`config.mk`:
```
export PLATFORM = sky130hd
export DESIGN_NAME = stsc_top
export DESIGN_NICKNAME = d
export VERILOG_FILES = /design/src/hdl/stsc_pkg.sv /design/src/hdl/stsc_pin_if.sv /design/src/hdl/stsc_start_pin.sv /design/src/hdl/stsc_top.sv
export VERILOG_INCLUDE_DIRS = /design/src /design/src/hdl
export SDC_FILE = /design/constraint.sdc
export NUM_CORES = 2
export LEC_CHECK = 0
export ABC_CLOCK_PERIOD_IN_PS = 7100
export BUFFER_PORTS_ARGS = -buffer_cell sky130_fd_sc_hd__buf_2
export CORE_MARGIN = 1.5
export CORE_UTILIZATION = 45
export DETAILED_ROUTE_END_ITERATION = 16
export GPL_TIMING_DRIVEN = 0
export SYNTH_ARGS = -nofsm -noshare
export SYNTH_HDL_FRONTEND = slang
export SYNTH_SLANG_ARGS = --single-unit
```
`constraint.sdc`:
```
create_clock -name clk -period 7.1 [get_ports clk]
set_input_delay 1.42 -clock clk [delete_from_list [all_inputs] [get_ports clk]]
set_output_delay 1.42 -clock clk [all_outputs]
set_load 0.03 [all_outputs]
```
`src/hdl/stsc_params.svh`:
```
`ifndef STSC_PARAMS_SVH
`define STSC_PARAMS_SVH

// ----------------------------------------------------------------
// Register indices and byte addresses
// ----------------------------------------------------------------
`define STSC_CONF_IDX       8'h02
`define STSC_CONF_ADDR      (8'(`STSC_CONF_IDX * 4))
`define STSC_STATUS_ADDR    8'h0C
`define STSC_PARAM_BASE     8'h10
`define STSC_SHADOW_BASE    8'h40
`define STSC_CONF_RESET     32'h0000_0000
`define STSC_CONF_MASK      32'h0003_FFFF

// ----------------------------------------------------------------
// Field positions of start_trigger_config
// ----------------------------------------------------------------
`define STSC_HOLD_LSB       0
`define STSC_SHADOW_EN_BIT  4
`define STSC_TRIG_LSB       5
`define STSC_POL_BIT        9
`define STSC_IMM_BIT        10
`define STSC_BUSY_BIT       11
`define STSC_PIPE_LSB       12
`define STSC_DEPTH_LSB      16

// ----------------------------------------------------------------
// Ramp parameter layout
// ----------------------------------------------------------------
`define STSC_NUM_RAMP       13
`define STSC_BEGIN_VEL_IDX  4'h0
`define STSC_END_VEL_IDX    4'h1

`endif

```
`src/hdl/stsc_pkg.sv`:
```
`default_nettype none

package stsc_pkg;
  // Parameters held behind start signals
  typedef enum logic [2:0] {
    PRM_GOAL, PRM_PEAK, PRM_PROFILE, PRM_GEAR, PRM_COMPARE, PRM_GLOBAL
  } stsc_prm_t;

  // Shadow staging depth option
  typedef enum logic [1:0] {
    DEPTH_SINGLE, DEPTH_S_RAMP, DEPTH_TRAP_NO_END, DEPTH_TRAP_NO_BEGIN
  } stsc_depth_t;

  // Start pin drive state
  typedef enum {PIN_IDLE, PIN_PULSE} stsc_pin_state_t;
endpackage : stsc_pkg

`default_nettype wire

```
`src/hdl/stsc_pin_if.sv`:
```
`default_nettype none

interface stsc_pin_if;
  logic pol_high;   // Active level of the start pin
  logic as_input;   // Pin receives starts
  logic busy_en;    // Busy handshake drive
  logic gen_en;     // Any trigger source selected
  logic start;      // Start signal of this cycle
  logic ext_start;  // External start seen on the pin

  modport ctrl (output pol_high, as_input, busy_en, gen_en, start, input ext_start);
  modport pin  (input pol_high, as_input, busy_en, gen_en, start, output ext_start);
endinterface : stsc_pin_if

`default_nettype wire

```
`src/hdl/stsc_start_pin.sv`:
```
`default_nettype none

module stsc_start_pin
  import stsc_pkg::*;
(
  // Clock and reset
  input  wire logic  clk,
  input  wire logic  rst,
  input  wire logic  ce,
  // Control side
  stsc_pin_if.pin    cp,
  // Pin side
  input  wire logic  pin_in,
  output var  logic  pin_out,
  output var  logic  pin_oe,
  output var  logic  pin_weak
);

  // ----------------------------------------------------------------
  // Input qualification
  // ----------------------------------------------------------------
  logic            active_now;
  logic            active_prev_reg;
  stsc_pin_state_t state_reg;
  stsc_pin_state_t state_next;

  // Active level after polarity, rising of it is a start
  assign active_now    = (pin_in == cp.pol_high);
  assign cp.ext_start  = cp.as_input & active_now & ~active_prev_reg;

  // Output pulse sequencing
  always_comb begin
    case (state_reg)
      PIN_IDLE:  state_next = (cp.start & ~cp.as_input & cp.gen_en) ? PIN_PULSE : PIN_IDLE;
      PIN_PULSE: state_next = PIN_IDLE;
      default:   state_next = PIN_IDLE;
    endcase
  end

  // ----------------------------------------------------------------
  // Pin drive
  // ----------------------------------------------------------------
  always_ff @(posedge clk) begin
    if (rst) begin
      active_prev_reg <= 1'b0;
      state_reg       <= PIN_IDLE;
      pin_out         <= 1'b0;
      pin_oe          <= 1'b0;
      pin_weak        <= 1'b0;
    end else if (ce) begin
      active_prev_reg <= active_now;
      state_reg       <= state_next;
      if (cp.as_input) begin
        pin_out  <= cp.pol_high;
        pin_oe   <= cp.busy_en;
        pin_weak <= cp.busy_en;
      end else begin
        pin_out  <= (state_next == PIN_PULSE) ? cp.pol_high : ~cp.pol_high;
        pin_oe   <= cp.gen_en;
        pin_weak <= 1'b0;
      end
    end
  end

endmodule : stsc_start_pin

`default_nettype wire

```
`src/hdl/stsc_top.sv`:
```
// ----------------------------------------------------------------
// Notes on behaviour
// - Goal and peak velocity wait for start
// - Profile and gearing changes wait for start
// - Hold bit 4 enables ramp shadow registers
// - Empty trigger mask: no starts at all
// - Trigger bit 0 selects pin input
// - Reached events selectable as start triggers
// - Polarity bit sets pin active level
// - Immediate bit bypasses the start timer
// - Busy bit: weak drive at active level on input pin
// - Pipeline mask holds four values until start
// - Depth 0: single shadow, 13 parameters
// - Depths 1-3: double stage, trapezoid exclusions
// ----------------------------------------------------------------
`include "stsc_params.svh"
`default_nettype none

module stsc_top
  import stsc_pkg::*;
#(
  parameter int NUM_RAMP = `STSC_NUM_RAMP
) (
  // Clock, reset, enable
  input  wire logic                     clk,
  input  wire logic                     rst,
  input  wire logic                     ce,
  // APB slave
  input  wire logic                     psel,
  input  wire logic                     penable,
  input  wire logic                     pwrite,
  input  wire logic [7:0]               paddr,
  input  wire logic [31:0]              pwdata,
  output var  logic [31:0]              prdata,
  output var  logic                     pready,
  output var  logic                     pslverr,
  // Motion events
  input  wire logic                     target_reached_evt,
  input  wire logic                     velocity_reached_evt,
  input  wire logic                     compare_hit_event,
  // Start timer
  input  wire logic                     timer_done,
  output var  logic                     timer_launch,
  // Start pin
  input  wire logic                     start_pin_in,
  output var  logic                     start_pin_out,
  output var  logic                     start_pin_oe,
  output var  logic                     start_pin_weak,
  // Active values
  output var  logic                     start_strobe,
  output var  logic [31:0]              goal_position,
  output var  logic [31:0]              peak_velocity,
  output var  logic [31:0]              profile_select,
  output var  logic [31:0]              gearing_factor,
  output var  logic [31:0]              compare_position,
  output var  logic [31:0]              global_settings,
  output var  logic [NUM_RAMP*32-1:0]   ramp_active
);

  localparam int NUM_PRM = 6;

  // ----------------------------------------------------------------
  // Address decode
  // ----------------------------------------------------------------
  function automatic logic hit(input logic [7:0] a, input logic [7:0] base);
    hit = (a == base);
  endfunction : hit

  logic [31:0] conf_reg;
  logic [31:0] act_reg  [NUM_PRM];
  logic [31:0] pend_reg [NUM_PRM];
  logic [NUM_PRM-1:0] pend_flag_reg;
  logic [31:0] sh_act_reg [NUM_RAMP];
  logic [31:0] sh1_reg    [NUM_RAMP];
  logic [31:0] sh2_reg    [NUM_RAMP];
  logic [7:0]  start_cnt_reg;

  logic        setup;
  logic        wr_en;
  logic        conf_hit;
  logic        status_hit;
  logic [NUM_PRM-1:0]  prm_hit;
  logic        sh_area;
  logic [3:0]  sh_idx;
  logic        sh_hit;
  logic        mapped;
  logic [31:0] rd_value;

  assign setup      = psel & ~penable;
  assign wr_en      = ce & psel & penable & pready & pwrite & ~pslverr;
  assign conf_hit   = hit(paddr, `STSC_CONF_ADDR);
  assign status_hit = hit(paddr, `STSC_STATUS_ADDR);
  assign sh_area    = (paddr[7:6] == 2'h1) & (paddr[1:0] == 2'h0);
  assign sh_idx     = paddr[5:2];
  assign sh_hit     = sh_area & (32'(sh_idx) < NUM_RAMP);

  // Parameter register decode
  genvar gi;
  generate
    for (gi = 0; gi < NUM_PRM; gi++) begin : g_dec
      assign prm_hit[gi] = hit(paddr, 8'(`STSC_PARAM_BASE + 4 * gi));
    end
  endgenerate

  assign mapped = conf_hit | status_hit | (|prm_hit) | sh_hit;

  // ----------------------------------------------------------------
  // Configuration fields
  // ----------------------------------------------------------------
  logic [4:0]  hold_mask;
  logic        shadow_en;
  logic [3:0]  trig_mask;
  logic        pol_high;
  logic        immediate;
  logic        busy_en;
  logic [3:0]  pipe_mask;
  stsc_depth_t depth;
  logic        gen_en;

  assign hold_mask = conf_reg[`STSC_HOLD_LSB +: 5];
  assign shadow_en = conf_reg[`STSC_SHADOW_EN_BIT];
  assign trig_mask = conf_reg[`STSC_TRIG_LSB +: 4];
  assign pol_high  = conf_reg[`STSC_POL_BIT];
  assign immediate = conf_reg[`STSC_IMM_BIT];
  assign busy_en   = conf_reg[`STSC_BUSY_BIT];
  assign pipe_mask = conf_reg[`STSC_PIPE_LSB +: 4];
  assign depth     = stsc_depth_t'(conf_reg[`STSC_DEPTH_LSB +: 2]);
  assign gen_en    = |trig_mask;

  // Which parameters wait for a start signal
  logic [NUM_PRM-1:0] held;
  assign held[PRM_GOAL]    = hold_mask[0] | pipe_mask[0];
  assign held[PRM_PEAK]    = hold_mask[1];
  assign held[PRM_PROFILE] = hold_mask[2];
  assign held[PRM_GEAR]    = hold_mask[3] | pipe_mask[2];
  assign held[PRM_COMPARE] = pipe_mask[1];
  assign held[PRM_GLOBAL]  = pipe_mask[3];

  // ----------------------------------------------------------------
  // Start signal generation
  // ----------------------------------------------------------------
  stsc_pin_if pif ();
  logic ext_go;
  logic start;

  assign pif.pol_high = pol_high;
  assign pif.as_input = trig_mask[0];
  assign pif.busy_en  = busy_en;
  assign pif.gen_en   = gen_en;
  assign pif.start    = start;

  // External start acts directly or after the timer
  assign ext_go = immediate ? pif.ext_start : timer_done;
  assign start  = gen_en & ((trig_mask[0] & ext_go)
                          | (trig_mask[1] & target_reached_evt)
                          | (trig_mask[2] & velocity_reached_evt)
                          | (trig_mask[3] & compare_hit_event));

  stsc_start_pin u_pin (
    .clk      (clk),
    .rst      (rst),
    .ce       (ce),
    .cp       (pif.pin),
    .pin_in   (start_pin_in),
    .pin_out  (start_pin_out),
    .pin_oe   (start_pin_oe),
    .pin_weak (start_pin_weak)
  );

  // ----------------------------------------------------------------
  // Read data
  // ----------------------------------------------------------------
  logic [31:0] status_value;
  logic [31:0] prm_rd;
  logic [31:0] sh_rd;

  assign status_value = {16'h0000, start_cnt_reg, 1'b0, pend_flag_reg, trig_mask[0]};
  assign sh_rd        = sh_hit ? sh_act_reg[sh_idx] : 32'h0000_0000;

  always_comb begin
    prm_rd = 32'h0000_0000;
    for (int i = 0; i < NUM_PRM; i++) begin
      if (prm_hit[i]) begin
        prm_rd = act_reg[i];
      end
    end
  end

  assign rd_value = conf_hit   ? (conf_reg & `STSC_CONF_MASK) :
                    status_hit ? status_value :
                    (|prm_hit) ? prm_rd : sh_rd;

  // APB answer is registered in the setup cycle
  always_ff @(posedge clk) begin
    if (rst) begin
      pready  <= 1'b0;
      pslverr <= 1'b0;
      prdata  <= 32'h0000_0000;
    end else if (ce) begin
      pready  <= setup;
      pslverr <= setup & ~mapped;
      prdata  <= (setup & ~pwrite & mapped) ? rd_value : 32'h0000_0000;
    end
  end

  // Configuration register and start bookkeeping
  always_ff @(posedge clk) begin
    if (rst) begin
      conf_reg      <= `STSC_CONF_RESET;
      start_cnt_reg <= 8'h00;
      start_strobe  <= 1'b0;
      timer_launch  <= 1'b0;
    end else if (ce) begin
      if (wr_en & conf_hit) begin
        conf_reg <= pwdata & `STSC_CONF_MASK;
      end
      start_cnt_reg <= start_cnt_reg + 8'(start);
      start_strobe  <= start;
      timer_launch  <= gen_en & trig_mask[0] & ~immediate & pif.ext_start;
    end
  end

  // ----------------------------------------------------------------
  // Held parameters
  // ----------------------------------------------------------------
  generate
    for (gi = 0; gi < NUM_PRM; gi++) begin : g_prm
      logic wr_hit;
      assign wr_hit = wr_en & prm_hit[gi];
      // Start copies pending value; a later write in that cycle pends again
      always_ff @(posedge clk) begin
        if (rst) begin
          act_reg[gi]       <= 32'h0000_0000;
          pend_reg[gi]      <= 32'h0000_0000;
          pend_flag_reg[gi] <= 1'b0;
        end else if (ce) begin
          if (start & pend_flag_reg[gi]) begin
            act_reg[gi]       <= pend_reg[gi];
            pend_flag_reg[gi] <= 1'b0;
          end
          if (wr_hit & held[gi]) begin
            pend_reg[gi]      <= pwdata;
            pend_flag_reg[gi] <= 1'b1;
          end else if (wr_hit) begin
            act_reg[gi]       <= pwdata;
          end
        end
      end
    end
  endgenerate

  assign goal_position    = act_reg[PRM_GOAL];
  assign peak_velocity    = act_reg[PRM_PEAK];
  assign profile_select   = act_reg[PRM_PROFILE];
  assign gearing_factor   = act_reg[PRM_GEAR];
  assign compare_position = act_reg[PRM_COMPARE];
  assign global_settings  = act_reg[PRM_GLOBAL];

  // ----------------------------------------------------------------
  // Ramp shadow registers
  // ----------------------------------------------------------------
  generate
    for (gi = 0; gi < NUM_RAMP; gi++) begin : g_sh
      logic dbl;
      logic wr_hit;
      // Double stage for depths 1-3 unless this parameter is excluded by the option
      assign dbl = (depth == DEPTH_S_RAMP)
                 | ((depth == DEPTH_TRAP_NO_END) & (4'(gi) != `STSC_END_VEL_IDX))
                 | ((depth == DEPTH_TRAP_NO_BEGIN) & (4'(gi) != `STSC_BEGIN_VEL_IDX));
      assign wr_hit = wr_en & sh_hit & (sh_idx == 4'(gi));
      always_ff @(posedge clk) begin
        if (rst) begin
          sh_act_reg[gi] <= 32'h0000_0000;
          sh1_reg[gi]    <= 32'h0000_0000;
          sh2_reg[gi]    <= 32'h0000_0000;
        end else if (ce) begin
          if (start & shadow_en) begin
            sh_act_reg[gi] <= sh1_reg[gi];
            if (dbl) begin
              sh1_reg[gi] <= sh2_reg[gi];
            end
          end
          if (wr_hit & ~shadow_en) begin
            sh_act_reg[gi] <= pwdata;
          end else if (wr_hit & dbl) begin
            sh2_reg[gi] <= pwdata;
          end else if (wr_hit) begin
            sh1_reg[gi] <= pwdata;
          end
        end
      end
      assign ramp_active[gi*32 +: 32] = sh_act_reg[gi];
    end
  endgenerate

endmodule : stsc_top

`default_nettype wire

```
== Word level (Yosys, flattened, before mapping) ==
Memories as Yosys holds them, arrays and structs flattened.
Cells that the tools add are included.

* Flip-flop bits (word level): 104
* Bits in writable memories: 1632
* Input port bits: 51
* Output and inout bits: 647
* Word-level logic and storage cells: 662
* Memories: 5

* Add/sub/neg operators: 1
* $lt $le $gt $ge: 1
* Equal/unequal tests: 26
* Mux-type cells: 407
* Bitwise gates (word level): 186
* Reduce and logical (&&, ||, !) cells: 18

{| class="wikitable"
|+ Memories
! name !! depth !! width !! read ports !! clocked after Yosys merged registers in !! wr ports !! RTL line !! text
|-
| sh1_reg || 13 || 32 || 13 || 0 || 13 || stsc_top.sv:74 || <nowiki>logic [31:0] sh1_reg [NUM_RAMP];</nowiki>
|-
| sh2_reg || 13 || 32 || 13 || 0 || 13 || stsc_top.sv:75 || <nowiki>logic [31:0] sh2_reg [NUM_RAMP];</nowiki>
|-
| sh_act_reg || 13 || 32 || 14 || 0 || 13 || stsc_top.sv:73 || <nowiki>logic [31:0] sh_act_reg [NUM_RAMP];</nowiki>
|-
| act_reg || 6 || 32 || 6 || 0 || 6 || stsc_top.sv:70 || <nowiki>logic [31:0] act_reg [NUM_PRM];</nowiki>
|-
| pend_reg || 6 || 32 || 6 || 0 || 6 || stsc_top.sv:71 || <nowiki>logic [31:0] pend_reg [NUM_PRM];</nowiki>
|}

{| class="wikitable"
|+ Operators by type and width
! kind !! number
|-
| $mux 32 || 95
|-
| $mux 1 || 312
|-
| $or 1x1->1 || 94
|-
| $and 1x1->1 || 83
|-
| $eq 32x2->1 const B || 1
|-
| $eq 8x5->1 const B || 4
|-
| $logic_not 32->1 || 1
|-
| $eq 4x4->1 const B || 5
|-
| $eq 4x3->1 const B || 4
|-
| $eq 8x4->1 const B || 2
|-
| $eq 8x6->1 const B || 2
|-
| $reduce_and 2->1 || 7
|-
| $reduce_bool 2->1 || 6
|-
| $not 1->1 || 9
|-
| $add 8x1->8 || 1
|-
| $eq 4x2->1 const B || 2
|-
| $reduce_or 6->1 || 1
|-
| $eq 2x1->1 const B || 2
|-
| $eq 2x2->1 const B || 2
|-
| $eq 4x1->1 const B || 1
|-
| $logic_not 4->1 || 1
|-
| $lt 4x4->1 const B || 1
|-
| $reduce_or 4->1 || 1
|-
| $logic_not 2->1 || 1
|-
| $eq 1x1->1 || 1
|}

== Depth between registers and ports, before layout ==
* Depth in word-level cells: 16
* Gate-level depth with buffers: 10
* Mapped depth without buffers: 9

== Hierarchy ==
A second synthesis with hierarchy kept.

* Cells, all modules: 4828
* Area, all modules: 73414.2 um^2

{| class="wikitable"
|+ By module, submodules not included
! module !! instances !! cells an instance !! area each (um^2) !! seq. area each (um^2)
|-
| stsc_top || 1 || 4803 || 73178.9 || 50368.3
|-
| stsc_start_pin || 1 || 25 || 235.2 || 100.1
|}

== Worst setup path before layout ==
No wires, ideal clock.

* Path type: in2reg
* Start point: in paddr[3]
* End point: mem sh2_reg[3][4], in the netlist sh2_reg[0][100], enable pin
* Setup time: 0.511 ns
* Arrival: 5.992 ns
* Data required time: 6.589 ns
* Setup slack: 0.598 ns
* Cell stages on the path: 7
* Path buffers: 5
* Path through: buf_2 > buf_4 > buf_2 > buf_2 > buf_2 > nand3_1 > o41ai_1

{| class="wikitable"
|+ RTL lines
! what !! RTL line !! text
|-
| start: declaration || stsc_top.sv:32 || <nowiki>input wire logic [7:0] paddr,</nowiki>
|-
| end: declaration || stsc_top.sv:75 ||
|}

==> run summary <==
Headroom to the max-slew limit -> -5.30%
TritonCTS clock tree -> done
First-pass GRT wire length -> 415000 um
Initial DRC Count -> 8569
Max frequency -> 0.175 GHz
Synth Register Bits -> 1705
Initial antenna violation count -> 33
Count of final hold-check violations -> 0
Worst r2r src -> conf_reg[7]
Post-Synthesis Cells -> 4913
Die width -> 406 um
Critical-path cell list -> buf_2 > a222oi_1 > o21a_1 > buf_2 > inv_1 > a31oi_1 > clkbuf_1 > o21ai_4 > buf_12
FF-to-FF End -> sh_act_reg[2][3]
Fraction of the yosys area taken by sequential cells -> 68.9%
Clk_lat worst skew -> 0.84 ns
Fillers -> 13.6k
Row cnt -> 147
CTS Buf Count -> 177
Crit path kind -> input port to flip-flop
Tcrit/Tclk final -> 80.6%
Setup WS post-layout -> 1.38 ns
Cell taking the most area after synthesis -> edfxtp_1
Setup slack, reg-to-reg -> 1.65 ns
CP max stage cell -> a31oi_1
DR WL/cell -> 38.9 um
Area delta synth->final -> 18.1%
Register area -> 50500 um2
CP most frequent cell -> buf_2
Synthesized area per cell -> 14.9 um2
Placer Congestion -> 1.05
Worst hold path startpoint -> prdata[4]
Dpl hpwl -> 247000 um
Die H -> 406 um
Setup crit end kind -> flip-flop
Post-route minimum period -> 5.72 ns
Post-CTS Hold Fix Bufs -> 0
CP Data Required Time -> 7.67 ns
CTS root buf -> clkbuf_16
Clock slew seen by the registers of the worst setup and hold paths -> 0.06 ns
Starting Density -> 45.5%
PwrDens -> 257 nW/um2
Dpl ws -> 0.843 ns
TritonCTS Sinks -> 1705
Residual DRC -> 0
Count of pins over their slew limit -> 40
Max Cap Viol -> 6
Slowest stage delay, CP -> 1.11 ns
Worst hold path depth -> 2
Gr ovfl total -> 0
Yosys top cell area share -> 66.9%
Post-CTS setup buffer count -> 0
Hold crit path type -> flip-flop to flip-flop
DR vias/cell -> 6.53
Via count -> 53.2k
Hold EP -> prdata[4]
Post-synth ARST share -> 0%
Unique masters post-synth -> 77
IO Pins -> 698
DRT Wirelength -> 317000 um
Mapped Nets -> 4969
Synth Cell Area -> 73200 um2
Routed Antenna Nets -> 0
Synth warnings -> 0
Full die area -> 165000 um2
Clk_skew -> 0.0311 ns
Vias in the first global route -> 49.2k
Post_cts resized -> 0
Gr usage total -> 37.6%
Top cells by area, synth -> edfxtp_1 (67%), a22o_1 (12%), and2_1 (5.3%)
Setup_tns -> 0 ns
Longest Clk Path Bufs -> 3
Synth top cells by count -> edfxtp_1 (1632), a22o_1 (1001), and2_1 (622), clkbuf_1 (431), nand2_1 (179)
Final setup fails -> 0
Total power -> 22.2 mW
Drt first pass iters -> 8
Delay-heaviest family, CP -> compound AO/OA/AOI/OAI gates
Core Area -> 161000 um2
Reg2Reg Depth -> 8
Worst vdd ir -> 0.275 mV
Cell with the most instances after synthesis -> edfxtp_1
CP Buf/Inv Count -> 5
Violated checks -> max-capacitance violations, max-slew violations
Worst-Margin Slew -> 1.57 ns
Largest net degree at the start of global routing -> 33
WHS -> 0.452 ns
Nets -> 5888
Number of port buffers -> 660
H-tree levels -> 4
Area of the multi-input gates -> 20900 um2
Layout cells sized above 1 -> 21.8%
RSZ-0062 raised after global routing -> no
Number of synthesized flops with an enable pin -> 1632
Crit path DAT -> 6.29 ns
Status -> complete, but fails checks
CP startpoint kind -> input port
Max FO, Critical Path -> 22
Ys flop type -> edfxtp_1
Lkg Pwr -> 32.0 nW
-- metrics by stage --
| step | std cells | area, um2 | util, % |
|---|---|---|---|
| after floorplan | 4913 | 73200 | - |
| after global placement | 7733 | 79200 | 49.2 |
| after detailed placement | 7812 | 81000 | 50.3 |
| after CTS | 8133 | 86500 | 53.7 |
| after global routing | 8137 | 86500 | 53.7 |
| final | 8150 | 86500 | 53.7 |
-- worst max-delay path by stage --
stage | from | endpoint | slack (ns) | cells after the start
5_1_grt | target_reached_evt | sh_act_reg[2][3] | 1.45 | 9
4_1_cts | target_reached_evt | sh_act_reg[2][23] | 1.72 | 9
3_3_place_gp | paddr[2] | sh2_reg[0][100] | -4.72 | 7
3_5_place_dp | target_reached_evt | sh_act_reg[2][3] | 0.84 | 9
6_report | target_reached_evt | sh_act_reg[2][3] | 1.38 | 9
2_1_floorplan | paddr[3] | sh2_reg[0][100] | 0.60 | 7
-- cell families (layout without fill, tap and decap cells) --
kind of cell	Yosys count	count (layout)	synth area share (%)
and+or+nand+nor	1029	1029	8.07
buffers and inverters	596	1657	3.28
AOI/OAI and AO/OA	1405	1405	15.7
adders and majority gates	5	5	0.0854
DFF	1705	1705	68.9
xor gates and xnor gates	5	5	0.0598
other	0	16	0
muxes	168	168	3.94
-- cell usage in the layout, fill, tap and decap left out, types with 16 or more instances in the layout --
cell / count
buf_1: 44
clkbuf_1: 479
a211oi_1: 24
dfxtp_1: 73
nand3_1: 27
edfxtp_1: 1632
clkbuf_16: 180
o22ai_1: 30
buf_4: 36
nor2_1: 79
diode_2: 16
mux2i_1: 60
nor2b_1: 18
clkinv_2: 31
o21ai_0: 69
clkinv_1: 27
mux4_2: 95
o21ai_4: 25
and2_1: 622
a21oi_1: 105
nand2_1: 176
buf_16: 22
buf_2: 761
a22o_1: 1001
-- per-layer routing --
layer,share of wire [%],global-route usage [%],wire length [um],vias up
li1,-,-,-,21100
met3,12,9.54,39400,762
met1,36,48.5,113000,27200
met4,7.4,23.6,23400,8
met5,0.014,0.0297,46,-
met2,45,56.9,142000,4137
-- worst register-to-register path: cells and delay by family, from the launching register on --
family | cells | cell delay [ns]
DFF | 1 | 0.42
buffers and inverters | 4 | 2.13
AOI/OAI and AO/OA | 4 | 2.60
-- area by class of cell --
type	instances	share of cell area [%]
buffer	582	2.72
clock buffer	237	5.52
tap	2160	3.12
sequential	1705	58.3
inverter	14	0.0607
multi-input combinational	2612	24.1
antenna	16	0.0463
clock inverter	84	0.829
timing repair buffer	740	5.27
-- power breakdown --
group	internal [mW]	leakage (nW)	total (mW)	switching (mW)
sequential	11.3	17.1	11.6	0.245
clock	5.06	2.69	9.12	4.06
combinational	0.330	12.3	1.52	1.19
Power figures use the tool's default switching activity.
